===== src/hdl/lbs_pkg.sv =====
package lbs_pkg;

  // Lane and signature geometry
  localparam int CA_SIGS = 15;
  localparam int CA_W = 30;
  localparam int CKE_IDX = 14;
  localparam int BYTE_SIGS = 10;
  localparam int BYTE_W = 20;
  localparam int BUMPS = 11;
  localparam int DBI_IDX = 8;
  localparam int DQ2_IDX = 2;
  localparam logic [3:0] REP_NONE = 4'ha;

  // Feedback taps below the top power, and preset states
  localparam logic [29:0] CA_POLY = 30'h0000_0053;
  localparam logic [29:0] CA_PRESET = 30'h2aaa_aaaa;
  localparam logic [29:0] DQ_POLY = 30'h0002_0001;
  localparam logic [19:0] DQ_PRESET = 20'haaaaa;

  // Signature mode codes
  typedef enum logic [2:0] {
    M_PRESET = 3'h0,
    M_LFSR = 3'h1,
    M_REG = 3'h2,
    M_MISR = 3'h3,
    M_CMP = 3'h5
  } lbs_mode_type;

  // Read return sources
  localparam logic [1:0] MUX_SAMPLER = 2'h2;
  localparam logic [1:0] MUX_STICKY = 2'h3;

  // Register indices
  localparam logic [3:0] REG_CA_CFG = 4'h0;
  localparam logic [3:0] REG_LOOP = 4'h1;
  localparam logic [3:0] REG_BASE = 4'h2;
  localparam logic [3:0] REG_PL = 4'h3;
  localparam logic [3:0] REG_BYTE_SEL = 4'h4;
  localparam logic [3:0] REG_REPAIR = 4'h5;
  localparam logic [3:0] REG_CA_SIG = 4'h6;
  localparam logic [3:0] REG_DQ_SIG = 4'h7;
  localparam logic [3:0] REG_STICKY = 4'h8;
  localparam logic [3:0] REG_STATUS = 4'h9;

  // Field positions
  localparam int F_EN = 0;
  localparam int F_MODE = 1;
  localparam int F_MUX = 5;
  localparam int F_WR_DBI = 0;
  localparam int F_RD_DBI = 1;
  localparam int F_CA_PAR = 2;
  localparam int F_DQ_PAR = 3;
  localparam int F_ECC = 4;
  localparam int F_DBI_REM = 4;

  // Reset values and cycle counts
  localparam logic [2:0] PL_RST = 3'h0;
  localparam int CA_ERR_DLY = 3;
  localparam int DQ_ERR_DLY = 3;
  localparam int DQ_PIPE = 16;
  localparam logic [3:0] RD_PRE_CYC = 4'h2;
  localparam logic [3:0] RD_POST_CYC = 4'h1;
  localparam logic [3:0] BURST_HALVES = 4'h4;

  // One Galois shift of a register whose top bit is msb
  function automatic logic [29:0] lbsStep(input logic [29:0] s, input logic [29:0] poly,
                                          input int msb);
    logic fb;
    logic [29:0] r;
    fb = s[msb];
    r = {s[28:0], 1'b0} ^ (fb ? poly : 30'h0);
    for (int i = 0; i < 30; i++) begin
      if (i > msb) begin
        r[i] = 1'b0;
      end
    end
    return r;
  endfunction

endpackage


===== src/hdl/lbs_loopback_top.sv =====
// The implementer's own choices: the register offsets and the plain strobed port.
`timescale 1ns/100ps
`default_nettype none

module lbs_loopback_top
  import lbs_pkg::*;
#(
  parameter int NBYTE = 16
) (
  // Clock, reset, freeze
  input wire logic sys_clk,
  input wire logic arst_n,
  input wire logic clkEn,
  // Register port
  input wire logic [3:0] regAddr,
  input wire logic [31:0] regWdata,
  input wire logic regWr,
  input wire logic regRd,
  output logic [31:0] regRdata,
  // Command-address pins
  input wire logic ckPin,
  input wire logic ckePin,
  input wire logic [CA_SIGS-2:0] caPins,
  input wire logic caParPin,
  // Data pins
  input wire logic wdqsPin,
  input wire logic [NBYTE*BUMPS-1:0] dqPins,
  input wire logic [NBYTE/4-1:0] dqParPins,
  // Protocol timing from the command path
  input wire logic wrDataValid,
  input wire logic readReq,
  // Control outputs
  output logic cmdDecodeEn,
  output logic ckeFunc,
  output logic dmIoEn,
  output logic dbiRxEn,
  output logic dbiTxEn,
  output logic caParErr,
  output logic [NBYTE/4-1:0] dataParErr,
  // Read return
  output logic [NBYTE*BYTE_SIGS-1:0] dqOut,
  output logic dqOe,
  output logic rdqs,
  output logic [NBYTE/4-1:0] parOut
);

  localparam int NDW = NBYTE / 4;
  localparam int DQ_OFS = 3 + CA_SIGS;
  localparam int PAR_OFS = DQ_OFS + NBYTE * BUMPS;
  localparam int SYNC_W = PAR_OFS + NDW;

  typedef enum logic [1:0] {
    RD_IDLE = 2'b00,
    RD_PRE = 2'b01,
    RD_BURST = 2'b11,
    RD_POST = 2'b10
  } lbs_rd_type;

  // Pin synchronisers
  logic [SYNC_W-1:0] pinVec, syncA_q, syncB_q;
  logic ckS, caParS, wdqsS;
  logic [CA_SIGS-1:0] caVec;
  logic [NBYTE*BUMPS-1:0] dqS;
  logic [NDW-1:0] dqParS;

  // Control registers
  logic caEn_q, caEn_d, loopEn_q, loopEn_d;
  lbs_mode_type caMode_q, caMode_d, dqMode_q, dqMode_d;
  logic [1:0] rdMux_q, rdMux_d;
  logic [4:0] base_q, base_d;
  logic [2:0] pl_q, pl_d;
  logic [3:0] byteSel_q, byteSel_d;
  logic [3:0] repIdx_q [NBYTE];
  logic [3:0] repIdx_d [NBYTE];
  logic dbiRem_q [NBYTE];
  logic dbiRem_d [NBYTE];
  logic [31:0] rdata_q, rdata_d;
  logic cmdDec_q, cmdDec_d, ckeF_q, ckeF_d, dmEn_q, dmEn_d;
  logic dbiRx_q, dbiRx_d, dbiTx_q, dbiTx_d;
  logic caPreset, dqPreset, seedWr, clrSticky;
  int selIdx;

  // Command-address signature state
  logic ckPrev_q, caArm_q, caArm_d, caPre_q, caPre_d;
  logic [CA_SIGS-1:0] caHold_q, caHold_d, caStk_q, caStk_d, caMiss;
  logic [CA_W-1:0] caSig_q, caSig_d, caDdr, caNxt;
  logic [CA_ERR_DLY-1:0] caPipe_q, caPipe_d;
  logic caRiseE, caFallE, caActive, caErr;

  // Data lane state
  logic wdqsPrev_q, dqRiseE, dqFallE, dqActive;
  logic [DQ_PIPE-1:0] dqPipe_q [NDW];
  logic [DQ_PIPE-1:0] dqPipe_d [NDW];
  logic [NDW-1:0] data_parity_error_out_q, data_parity_error_out_d, dqPar;
  logic [BYTE_SIGS-1:0] bLogic [NBYTE];
  logic [BYTE_W-1:0] bSig [NBYTE];
  logic [BYTE_W-1:0] bSmp [NBYTE];
  logic [BYTE_SIGS-1:0] bStk [NBYTE];

  // Read return state
  lbs_rd_type rdSt_q, rdSt_d;
  logic [3:0] rdCnt_q, rdCnt_d;
  logic [NBYTE*BYTE_SIGS-1:0] dqOut_q, dqOut_d;
  logic dqOe_q, dqOe_d, rdqs_q, rdqs_d, rdStep;
  logic [NDW-1:0] parOut_q, parOut_d;

  // Every pin is two flip-flops away from any logic
  assign pinVec = {dqParPins, dqPins, ckePin, caPins, wdqsPin, caParPin, ckPin};

  always_ff @(posedge sys_clk or negedge arst_n) begin
    if (!arst_n) begin
      syncA_q <= '0;
      syncB_q <= '0;
    end else if (clkEn) begin
      syncA_q <= pinVec;
      syncB_q <= syncA_q;
    end
  end

  assign ckS = syncB_q[0];
  assign caParS = syncB_q[1];
  assign wdqsS = syncB_q[2];
  assign caVec = syncB_q[3 +: CA_SIGS];
  assign dqS = syncB_q[DQ_OFS +: NBYTE * BUMPS];
  assign dqParS = syncB_q[PAR_OFS +: NDW];
  // Out-of-range byte selects fall back to byte zero
  assign selIdx = (int'(byteSel_q) < NBYTE) ? int'(byteSel_q) : 0;

  // Register writes and their side effects
  always_comb begin
    caEn_d = caEn_q;
    caMode_d = caMode_q;
    loopEn_d = loopEn_q;
    dqMode_d = dqMode_q;
    rdMux_d = rdMux_q;
    base_d = base_q;
    pl_d = pl_q;
    byteSel_d = byteSel_q;
    repIdx_d = repIdx_q;
    dbiRem_d = dbiRem_q;
    caPreset = 1'b0;
    dqPreset = 1'b0;
    seedWr = regWr && regAddr == REG_DQ_SIG;
    clrSticky = regWr && regAddr == REG_STICKY;
    if (regWr) begin
      unique case (regAddr)
        REG_CA_CFG: begin
          caEn_d = regWdata[F_EN];
          caMode_d = lbs_mode_type'(regWdata[F_MODE +: 3]);
          caPreset = regWdata[F_EN] && regWdata[F_MODE +: 3] == M_PRESET;
        end
        REG_LOOP: begin
          loopEn_d = regWdata[F_EN];
          dqMode_d = lbs_mode_type'(regWdata[F_MODE +: 3]);
          rdMux_d = regWdata[F_MUX +: 2];
          dqPreset = regWdata[F_EN] && regWdata[F_MODE +: 3] == M_PRESET;
        end
        REG_BASE: base_d = regWdata[4:0];
        REG_PL: pl_d = regWdata[2:0];
        REG_BYTE_SEL: byteSel_d = regWdata[3:0];
        REG_REPAIR: begin
          repIdx_d[selIdx] = regWdata[3:0];
          dbiRem_d[selIdx] = regWdata[F_DBI_REM];
        end
        default: ;
      endcase
    end
    cmdDec_d = ~caEn_q;
    ckeF_d = caEn_q ? ckeF_q : caVec[CKE_IDX];
    dmEn_d = loopEn_q | base_q[F_ECC];
    dbiRx_d = base_q[F_WR_DBI];
    dbiTx_d = base_q[F_RD_DBI];
  end

  // Read data only in the cycle after the strobe
  always_comb begin
    rdata_d = 32'h0;
    if (regRd) begin
      unique case (regAddr)
        REG_CA_CFG: rdata_d = {28'h0, caMode_q, caEn_q};
        REG_LOOP: rdata_d = {25'h0, rdMux_q, 1'b0, dqMode_q, loopEn_q};
        REG_BASE: rdata_d = {27'h0, base_q};
        REG_PL: rdata_d = {29'h0, pl_q};
        REG_BYTE_SEL: rdata_d = {28'h0, byteSel_q};
        REG_REPAIR: rdata_d = {27'h0, dbiRem_q[selIdx], repIdx_q[selIdx]};
        REG_CA_SIG: rdata_d = {2'h0, caSig_q};
        REG_DQ_SIG: rdata_d = {12'h0, bSig[selIdx]};
        REG_STICKY: rdata_d = {7'h0, caStk_q, bStk[selIdx]};
        REG_STATUS: rdata_d = {29'h0, rdSt_q != RD_IDLE, caPre_q, caArm_q};
        default: rdata_d = 32'h0;
      endcase
    end
  end

  always_ff @(posedge sys_clk or negedge arst_n) begin
    if (!arst_n) begin
      caEn_q <= 1'b0;
      caMode_q <= M_PRESET;
      loopEn_q <= 1'b0;
      dqMode_q <= M_PRESET;
      rdMux_q <= 2'h0;
      base_q <= 5'h00;
      pl_q <= PL_RST;
      byteSel_q <= 4'h0;
      for (int b = 0; b < NBYTE; b++) begin
        repIdx_q[b] <= REP_NONE;
        dbiRem_q[b] <= 1'b0;
      end
      rdata_q <= 32'h0;
      cmdDec_q <= 1'b1;
      ckeF_q <= 1'b0;
      dmEn_q <= 1'b0;
      dbiRx_q <= 1'b0;
      dbiTx_q <= 1'b0;
    end else if (clkEn) begin
      caEn_q <= caEn_d;
      caMode_q <= caMode_d;
      loopEn_q <= loopEn_d;
      dqMode_q <= dqMode_d;
      rdMux_q <= rdMux_d;
      base_q <= base_d;
      pl_q <= pl_d;
      byteSel_q <= byteSel_d;
      repIdx_q <= repIdx_d;
      dbiRem_q <= dbiRem_d;
      rdata_q <= rdata_d;
      cmdDec_q <= cmdDec_d;
      ckeF_q <= ckeF_d;
      dmEn_q <= dmEn_d;
      dbiRx_q <= dbiRx_d;
      dbiTx_q <= dbiTx_d;
    end
  end

  // Command-address capture on sampled clock edges
  always_comb begin
    caRiseE = ckS & ~ckPrev_q;
    caFallE = ~ckS & ckPrev_q;
    caActive = caEn_q && (caMode_q == M_REG || caMode_q == M_MISR || caMode_q == M_CMP);
    caNxt = lbsStep(caSig_q, CA_POLY, CA_W - 1);
    for (int i = 0; i < CA_SIGS; i++) begin
      caDdr[2 * i] = caHold_q[i];
      caDdr[2 * i + 1] = (i == CKE_IDX) ? caHold_q[i] : caVec[i];
      caMiss[i] = (caSig_q[2 * i] ^ caDdr[2 * i]) | (caSig_q[2 * i + 1] ^ caDdr[2 * i + 1]);
    end
    caMiss[CKE_IDX] = caSig_q[2 * CKE_IDX] ^ caHold_q[CKE_IDX];
    caArm_d = caArm_q;
    caPre_d = caPre_q;
    caHold_d = caHold_q;
    caSig_d = caSig_q;
    caStk_d = clrSticky ? '0 : caStk_q;
    caErr = 1'b0;
    if (caRiseE) begin
      if (caArm_q) begin
        caArm_d = 1'b0;
        caPre_d = 1'b1;
      end else begin
        caHold_d = caVec;
        caErr = caActive && base_q[F_CA_PAR] && (^{caVec[CA_SIGS-2:0], caParS});
      end
    end
    if (caFallE) begin
      if (caPre_q) begin
        caPre_d = 1'b0;
      end else if (caActive) begin
        unique case (caMode_q)
          M_REG: caSig_d = caDdr;
          M_MISR: caSig_d = caNxt ^ caDdr;
          M_CMP: begin
            caSig_d = caNxt;
            caStk_d = caStk_d | caMiss;
          end
          default: caSig_d = caSig_q;
        endcase
      end
    end
    if (caPreset) begin
      caSig_d = CA_PRESET;
      caArm_d = 1'b1;
      caPre_d = 1'b0;
    end
    caPipe_d = {caPipe_q[CA_ERR_DLY-2:0], caErr};
  end

  always_ff @(posedge sys_clk or negedge arst_n) begin
    if (!arst_n) begin
      ckPrev_q <= 1'b0;
      caArm_q <= 1'b0;
      caPre_q <= 1'b0;
      caHold_q <= '0;
      caSig_q <= CA_PRESET;
      caStk_q <= '0;
      caPipe_q <= '0;
    end else if (clkEn) begin
      ckPrev_q <= ckS;
      caArm_q <= caArm_d;
      caPre_q <= caPre_d;
      caHold_q <= caHold_d;
      caSig_q <= caSig_d;
      caStk_q <= caStk_d;
      caPipe_q <= caPipe_d;
    end
  end

  // strobe edges count only inside the write data window
  assign dqRiseE = wdqsS & ~wdqsPrev_q & wrDataValid & loopEn_q;
  assign dqFallE = ~wdqsS & wdqsPrev_q & wrDataValid & loopEn_q;
  assign dqActive = dqMode_q == M_REG || dqMode_q == M_MISR || dqMode_q == M_CMP;

  // One signature register per byte
  for (genvar b = 0; b < NBYTE; b++) begin : gByte
    lbs_byte_misr uByte (
      .clk(sys_clk),
      .arstN(arst_n),
      .ce(clkEn),
      .active(loopEn_q),
      .mode(dqMode_q),
      .preset(dqPreset),
      .seedWr(seedWr && selIdx == b),
      .seedVal(regWdata[BYTE_W-1:0]),
      .clrSticky(clrSticky),
      .bumps(dqS[b * BUMPS +: BUMPS]),
      .repIdx(repIdx_q[b]),
      .dbiRemoved(dbiRem_q[b]),
      .riseStb(dqRiseE),
      .fallStb(dqFallE),
      .rdStep(rdStep),
      .logicBits(bLogic[b]),
      .sig(bSig[b]),
      .sample(bSmp[b]),
      .sticky(bStk[b])
    );
  end

  // Data parity per 32-bit group, delayed by the error delay plus latency
  always_comb begin
    for (int d = 0; d < NDW; d++) begin
      dqPar[d] = dqParS[d];
      for (int k = 0; k < 4; k++) begin
        for (int j = 0; j < 8; j++) begin
          dqPar[d] = dqPar[d] ^ bLogic[4 * d + k][j];
        end
      end
      dqPipe_d[d] = {dqPipe_q[d][DQ_PIPE-2:0],
                     dqRiseE && dqActive && base_q[F_DQ_PAR] && dqPar[d]};
      data_parity_error_out_d[d] = dqPipe_q[d][DQ_ERR_DLY - 2 + int'(pl_q)];
    end
  end

  always_ff @(posedge sys_clk or negedge arst_n) begin
    if (!arst_n) begin
      wdqsPrev_q <= 1'b0;
      data_parity_error_out_q <= '0;
      for (int d = 0; d < NDW; d++) begin
        dqPipe_q[d] <= '0;
      end
    end else if (clkEn) begin
      wdqsPrev_q <= wdqsS;
      data_parity_error_out_q <= data_parity_error_out_d;
      dqPipe_q <= dqPipe_d;
    end
  end

  // Read return: preamble, burst of half cycles, postamble
  always_comb begin
    rdSt_d = rdSt_q;
    rdCnt_d = rdCnt_q + 4'h1;
    rdStep = 1'b0;
    unique case (rdSt_q)
      RD_IDLE: begin
        rdCnt_d = 4'h0;
        if (readReq && loopEn_q) begin
          rdSt_d = RD_PRE;
        end
      end
      RD_PRE: if (rdCnt_q == RD_PRE_CYC - 4'h1) begin
        rdSt_d = RD_BURST;
        rdCnt_d = 4'h0;
      end
      RD_BURST: begin
        rdStep = rdCnt_q[0] && dqMode_q == M_LFSR;
        if (rdCnt_q == BURST_HALVES - 4'h1) begin
          rdSt_d = RD_POST;
          rdCnt_d = 4'h0;
        end
      end
      RD_POST: if (rdCnt_q == RD_POST_CYC - 4'h1) begin
        rdSt_d = RD_IDLE;
      end
    endcase
    rdqs_d = (rdSt_q != RD_IDLE) ? ~rdqs_q : 1'b0;
    dqOe_d = rdSt_q == RD_BURST;
    for (int b = 0; b < NBYTE; b++) begin
      for (int i = 0; i < BYTE_SIGS; i++) begin
        if (rdMux_q == MUX_STICKY && dqMode_q != M_LFSR) begin
          dqOut_d[b * BYTE_SIGS + i] = bStk[b][i];
        end else if (rdMux_q == MUX_SAMPLER && dqMode_q != M_LFSR) begin
          dqOut_d[b * BYTE_SIGS + i] = bSmp[b][2 * i + int'(rdCnt_q[0])];
        end else begin
          dqOut_d[b * BYTE_SIGS + i] = bSig[b][2 * i + int'(rdCnt_q[0])];
        end
      end
    end
    if (!dqOe_d) begin
      dqOut_d = '0;
    end
    for (int d = 0; d < NDW; d++) begin
      parOut_d[d] = dqOe_d && dqMode_q == M_LFSR && dqOut_d[4 * d * BYTE_SIGS + DQ2_IDX];
    end
  end

  always_ff @(posedge sys_clk or negedge arst_n) begin
    if (!arst_n) begin
      rdSt_q <= RD_IDLE;
      rdCnt_q <= 4'h0;
      dqOut_q <= '0;
      dqOe_q <= 1'b0;
      rdqs_q <= 1'b0;
      parOut_q <= '0;
    end else if (clkEn) begin
      rdSt_q <= rdSt_d;
      rdCnt_q <= rdCnt_d;
      dqOut_q <= dqOut_d;
      dqOe_q <= dqOe_d;
      rdqs_q <= rdqs_d;
      parOut_q <= parOut_d;
    end
  end

  // Outputs straight from flip-flops
  assign regRdata = rdata_q;
  assign cmdDecodeEn = cmdDec_q;
  assign ckeFunc = ckeF_q;
  assign dmIoEn = dmEn_q;
  assign dbiRxEn = dbiRx_q;
  assign dbiTxEn = dbiTx_q;
  assign caParErr = caPipe_q[CA_ERR_DLY-1];
  assign dataParErr = data_parity_error_out_q;
  assign dqOut = dqOut_q;
  assign dqOe = dqOe_q;
  assign rdqs = rdqs_q;
  assign parOut = parOut_q;

endmodule

`default_nettype wire


===== src/hdl/lbs_byte_misr.sv =====
`timescale 1ns/100ps
`default_nettype none

module lbs_byte_misr
  import lbs_pkg::*;
(
  // Clock, reset, freeze
  input wire logic clk,
  input wire logic arstN,
  input wire logic ce,
  // Mode control
  input wire logic active,
  input wire lbs_mode_type mode,
  input wire logic preset,
  input wire logic seedWr,
  input wire logic [BYTE_W-1:0] seedVal,
  input wire logic clrSticky,
  // Synchronised lanes and strobes
  input wire logic [BUMPS-1:0] bumps,
  input wire logic [3:0] repIdx,
  input wire logic dbiRemoved,
  input wire logic riseStb,
  input wire logic fallStb,
  input wire logic rdStep,
  // Results
  output logic [BYTE_SIGS-1:0] logicBits,
  output logic [BYTE_W-1:0] sig,
  output logic [BYTE_W-1:0] sample,
  output logic [BYTE_SIGS-1:0] sticky
);

  logic [BYTE_SIGS-1:0] hold_q, hold_d, stk_q, stk_d, miss;
  logic [BYTE_W-1:0] sig_q, sig_d, smp_q, smp_d, ddr;
  logic [CA_W-1:0] nxt;

  // Bits follow logical signals: above a repaired lane each signal sits one bump up
  always_comb begin
    for (int i = 0; i < BYTE_SIGS; i++) begin
      logicBits[i] = (4'(i) >= repIdx) ? bumps[i + 1] : bumps[i];
    end
    if (dbiRemoved) begin
      logicBits[DBI_IDX] = 1'b0;
    end
  end

  // Next signature, sampler and sticky state
  always_comb begin
    hold_d = hold_q;
    sig_d = sig_q;
    smp_d = smp_q;
    nxt = lbsStep({10'h0, sig_q}, DQ_POLY, BYTE_W - 1);
    for (int i = 0; i < BYTE_SIGS; i++) begin
      ddr[2 * i] = hold_q[i];
      ddr[2 * i + 1] = logicBits[i];
      miss[i] = (sig_q[2 * i] ^ ddr[2 * i]) | (sig_q[2 * i + 1] ^ ddr[2 * i + 1]);
    end
    if (dbiRemoved) begin
      miss[DBI_IDX] = 1'b0;
    end
    if (riseStb) begin
      hold_d = logicBits;
    end
    // inversion and mask as raw data
    if (fallStb) begin
      smp_d = ddr;
      if (active) begin
        unique case (mode)
          M_REG: sig_d = ddr;
          M_MISR: sig_d = nxt[BYTE_W-1:0] ^ ddr;
          M_CMP: sig_d = nxt[BYTE_W-1:0];
          default: sig_d = sig_q;
        endcase
      end
    end
    if (rdStep && mode == M_LFSR) begin
      sig_d = nxt[BYTE_W-1:0];
    end
    if (seedWr) begin
      sig_d = seedVal;
    end
    if (preset) begin
      sig_d = DQ_PRESET;
    end
    // A miscompare in the clearing cycle still sets its bit
    stk_d = clrSticky ? '0 : stk_q;
    if (fallStb && active && mode == M_CMP) begin
      stk_d = stk_d | miss;
    end
  end

  // State registers
  always_ff @(posedge clk or negedge arstN) begin
    if (!arstN) begin
      hold_q <= '0;
      sig_q <= DQ_PRESET;
      smp_q <= '0;
      stk_q <= '0;
    end else if (ce) begin
      hold_q <= hold_d;
      sig_q <= sig_d;
      smp_q <= smp_d;
      stk_q <= stk_d;
    end
  end

  assign sig = sig_q;
  assign sample = smp_q;
  assign sticky = stk_q;

endmodule

`default_nettype wire


===== config.mk =====
export PLATFORM = sky130hd
export DESIGN_NAME = lbs_loopback_top
export DESIGN_NICKNAME = d
export VERILOG_FILES = /design/src/hdl/lbs_pkg.sv /design/src/hdl/lbs_loopback_top.sv /design/src/hdl/lbs_byte_misr.sv
export SDC_FILE = /design/constraint.sdc
export NUM_CORES = 2
export LEC_CHECK = 0
export ABC_AREA = 0
export BUFFER_PORTS_ARGS = -buffer_cell sky130_fd_sc_hd__buf_2
export CORE_ASPECT_RATIO = 1.5
export CORE_MARGIN = 8
export CORE_UTILIZATION = 47
export CTS_BUF_LIST = sky130_fd_sc_hd__clkbuf_4
export DETAILED_ROUTE_END_ITERATION = 6
export PLACE_DENSITY = 0.63
export SYNTH_ARGS = -nofsm -noshare
export SYNTH_HDL_FRONTEND = slang
export SYNTH_SLANG_ARGS = --single-unit

===== constraint.sdc =====
create_clock -name sys_clk -period 2.9 [get_ports sys_clk]
set_clock_uncertainty 0.05 [all_clocks]
set_input_delay 0.145 -clock sys_clk [delete_from_list [all_inputs] [get_ports sys_clk]]
set_output_delay 0.145 -clock sys_clk [all_outputs]
set_load 0.01 [all_outputs]

==> flow_summary.ini <==
[drt]
wire_per_inst_um = 30.0
vias = 89900
drtIter0Drc = 11000
drtPass1Iterations = 6
ant_nets = 0
drcViolationCount = 0
viasPerCell = 6.30
drt-total-wl_um = 427000

[cts]
cts_made_buffers = 451
cts-root-buf = clkbuf_4
clk_latency_ps = 1400
cts-htree-levels = 5
clockBufferDepth = 4
tritoncts = yes
clock-sinks = 1796
cts.clk_slew.worst_paths_ps = 70

[yosys]
synthTopCellsByArea = dfrtp_1 (42%), nand2_1 (7.4%), mux2_2 (7.1%)
synthTopCellsByCount = nand2_1 (1864), dfrtp_1 (1588), o21ai_0 (990)
syn-mean-instance-area_sq_um = 9.64
yosys.area_share.simple_pct = 12.3
synth_most_common_cell = nand2_1
yosys.area.top_type = dfrtp_1
syn_area_sq_um = 94400
synth-seq-area-share_pct = 47.9
yosys_most_used_dff = dfrtp_1
yosys.area_share.xor_xnor_pct = 4.76
synthAdderAreaFrac_pct = 0.0530
synthCells = 9791
synth_compound_area_share_pct = 17.9
synth-async-reset-ratio_pct = 100
synthDistinctLibCells = 75
synth-seq-cells = 1796
synth_edf_count = 0
yosysWarningCount = 0
synthMuxAreaShare_pct = 13.5
yosys.area.top_type_share_pct = 42.1
synth_top_family_by_area = compound AO/OA/AOI/OAI gates

[layout]
multi_input_area_sq_um = 46200
seqCellArea_sq_um = 45200
nets = 11400
drive_above_1_share_pct = 25.3
nFillCells = 17100
syn_to_final_growth_pct = 23.2

[critical_path]
start_kind = register
reg2reg_depth = 9
critPathArrivalTime_ps = 4100
r2r-start = repIdx_q[7]
cpPeakStageDelay_ps = 690
path_cells = nor2_1 > mux2i_2 > xor2_1 > xnor2_1 > xnor2_1 > xnor3_1 > xnor2_2 > buf_4 > o2bb2ai_1
crit_family = XOR/XNOR gates
critPathMaxFanout = 12
crit_path_frequent_cell = xnor2_1
crit_type = register to register
crit_cells = 9
crit_slowest_cell = dfstp_2
crit_buf_inv = 1
required_ps = 4030
startpoint = repIdx_q[7]
crit_path_end_kind = register

[power]
intPower_mw = 58.3
p_per_area_nw_per_um2 = 860
switching_power_mw = 41.7
p_total_mw = 100
clock_power_share_pct = 22.7
leakagePower_nw = 51.7
combPwrFrac_pct = 35.5
vdd_drop_max_uv = 564
swShare_pct = 41.7
p_seq_share_pct = 41.8

[floorplanning]
die_area_sq_um = 216000
rows = 201
initial_core_util_pct = 47.3
dieWidth_um = 382
die_y_um = 565
ioPinCount = 449
coreArea_sq_um = 200000

[outcome]
status = finished, violations left
violations = negative setup slack

[flow_run]
drv_cap = 0

[hold_path]
hold_class = input pin to register
hold_depth = 6
hp-start = regAddr[3]

[sta]
maxSlewHeadroom_pct = 14.3
tightest_slew_ps = 1290
period_share_pct = 102
max_freq_mhz = 337
finalSetupViolCount = 1
setup_tns_ps = -70.3
rsz0062_at_grt = true
setup_ws_ps = -70.3
period_minus_slack_ps = 2970
drv_slew = 0
finalHoldViolations = 0
holdWs_ps = 60.1

[placed_design]
gp_congestion = 1.03
dp.final_hpwl_um = 286000
portBuffers = 434

[global_routing]
grt.total_usage_pct = 38.3
grt_pass1_vias = 86600
global_route.overflow_total = 0
antenna_found_initial = 62
grt_pass1_wl_um = 614000
grt_max_degree = 157
[layer usage]
metal	part of all wire (%)	global-route usage [%]	wire (um)
met4	9.2	29.1	39100
met2	44	58.1	189000
met1	36	47.2	156000
met3	10	9.45	42700
met5	0.042	0	179
[metrics by stage]
stage          utilization (%)  instance area (sq um)  std cells  setup slack (ps)
5_1_grt                   58.2                 116000      14200             -91.4
6_report                  58.2                 116000      14300             -70.3
4_1_cts                   58.0                 116000      14200              3.97
3_3_place_gp              51.7                 103000      12700              -227
3_5_place_dp              51.7                 103000      12700              -245
2_1_floorplan                -                  94400       9792               403
[area by class of cell]
cell class                 instances  share of cell area [%]
multi-input combinational       7168                    39.7
sequential                      1796                    38.9
timing repair buffer            1765                    13.3
clock buffer                     698                    4.51
tap                             2639                    2.84
clock inverter                   128                   0.557
antenna                           53                   0.114
inverter                          11                  0.0420
[power groups by stage]
| stage | sequential (mW) | combinational, mW | clock (mW) |
|---|---|---|---|
| floorplan | 37.0 | 20.8 | 0 |
| global placement | 41.4 | 32.5 | 0 |
| detailed placement | 41.6 | 33.2 | 0 |
| CTS | 41.2 | 34.4 | 22.8 |
| global route | 42.2 | 37.9 | 24.2 |
| finish | 41.8 | 35.5 | 22.7 |
[tightest hold or removal path: stages]
cell and delay, ps:
dlygate4sd3_1 520, buf_2 140, buf_4 200, nor2_1 110, a211oi_1 220, o2bb2ai_1 70
[sequential cells by signal (all words and copies together) (netlist names), 60 cells and up]
register and cells:
gByte.uByte.sample 320, dqPipe_d 60, gByte.uByte.hold_q 160, syncA_q 198, gByte.uByte.sticky 160, gByte.uByte.sig 320
repIdx_q 64, dqOut 160, syncB_q 198
[layout by cell type (no fill, tap or decap), types with 95 or more instances in the layout]
cell / Yosys / final
nand2_1: 1864 / 1862
dfstp_2: 208 / 208
o2bb2ai_1: 194 / 194
a21oi_1: 864 / 864
dlygate4sd3_1: 0 / 653
buf_4: 20 / 545
clkbuf_4: 0 / 698
mux2_2: 591 / 591
o22ai_1: 98 / 98
xor2_1: 230 / 229
a211oi_1: 153 / 153
nand3_1: 218 / 215
mux4_2: 183 / 183
xnor2_1: 273 / 267
mux2i_1: 182 / 173
dfrtp_1: 1588 / 1583
buf_2: 94 / 431
a221oi_1: 160 / 159
nor3_1: 155 / 153
buf_12: 0 / 124
clkinv_1: 0 / 95
a311oi_1: 157 / 157
o21ai_0: 990 / 987
nor2_1: 542 / 523
[cell families (layout without fill, tap and decap cells)]
family | Yosys count | in the layout
AND/OR/NAND/NOR | 2888 | 2888
flip-flops | 1796 | 1796
XOR/XNOR | 507 | 507
multiplexers | 966 | 966
AO/OA/AOI/OAI | 2800 | 2801
adder cells (fa/ha/maj) | 4 | 4
buffers and inverters | 829 | 2602
other | 1 | 55
[path summary, 6_finish.rpt]
kind,end,slack (ps)
setup / recovery,dqPipe_d[1],-70
hold reg to reg,dqPipe_d[37],400
setup reg to reg,dqPipe_d[1],-70
min in group asynchronous,gByte[2].uByte.sample[19],440
hold / removal,regRdata[2],60
max in group asynchronous,repIdx_q[11],1020
[timing repair]
| action | CTS | global route |
|---|---|---|
| pin swaps | 0 | 3 |
| setup endpoints to repair | 4 | 139 |
| hold endpoints to repair | 3367 | 0 |
| cloned | 0 | 4 |
| hold buffers | 656 | 0 |
| gates resized for setup | 7 | 32 |
| setup buffers | 1 | 10 |
Power figures use the tool's default switching activity.
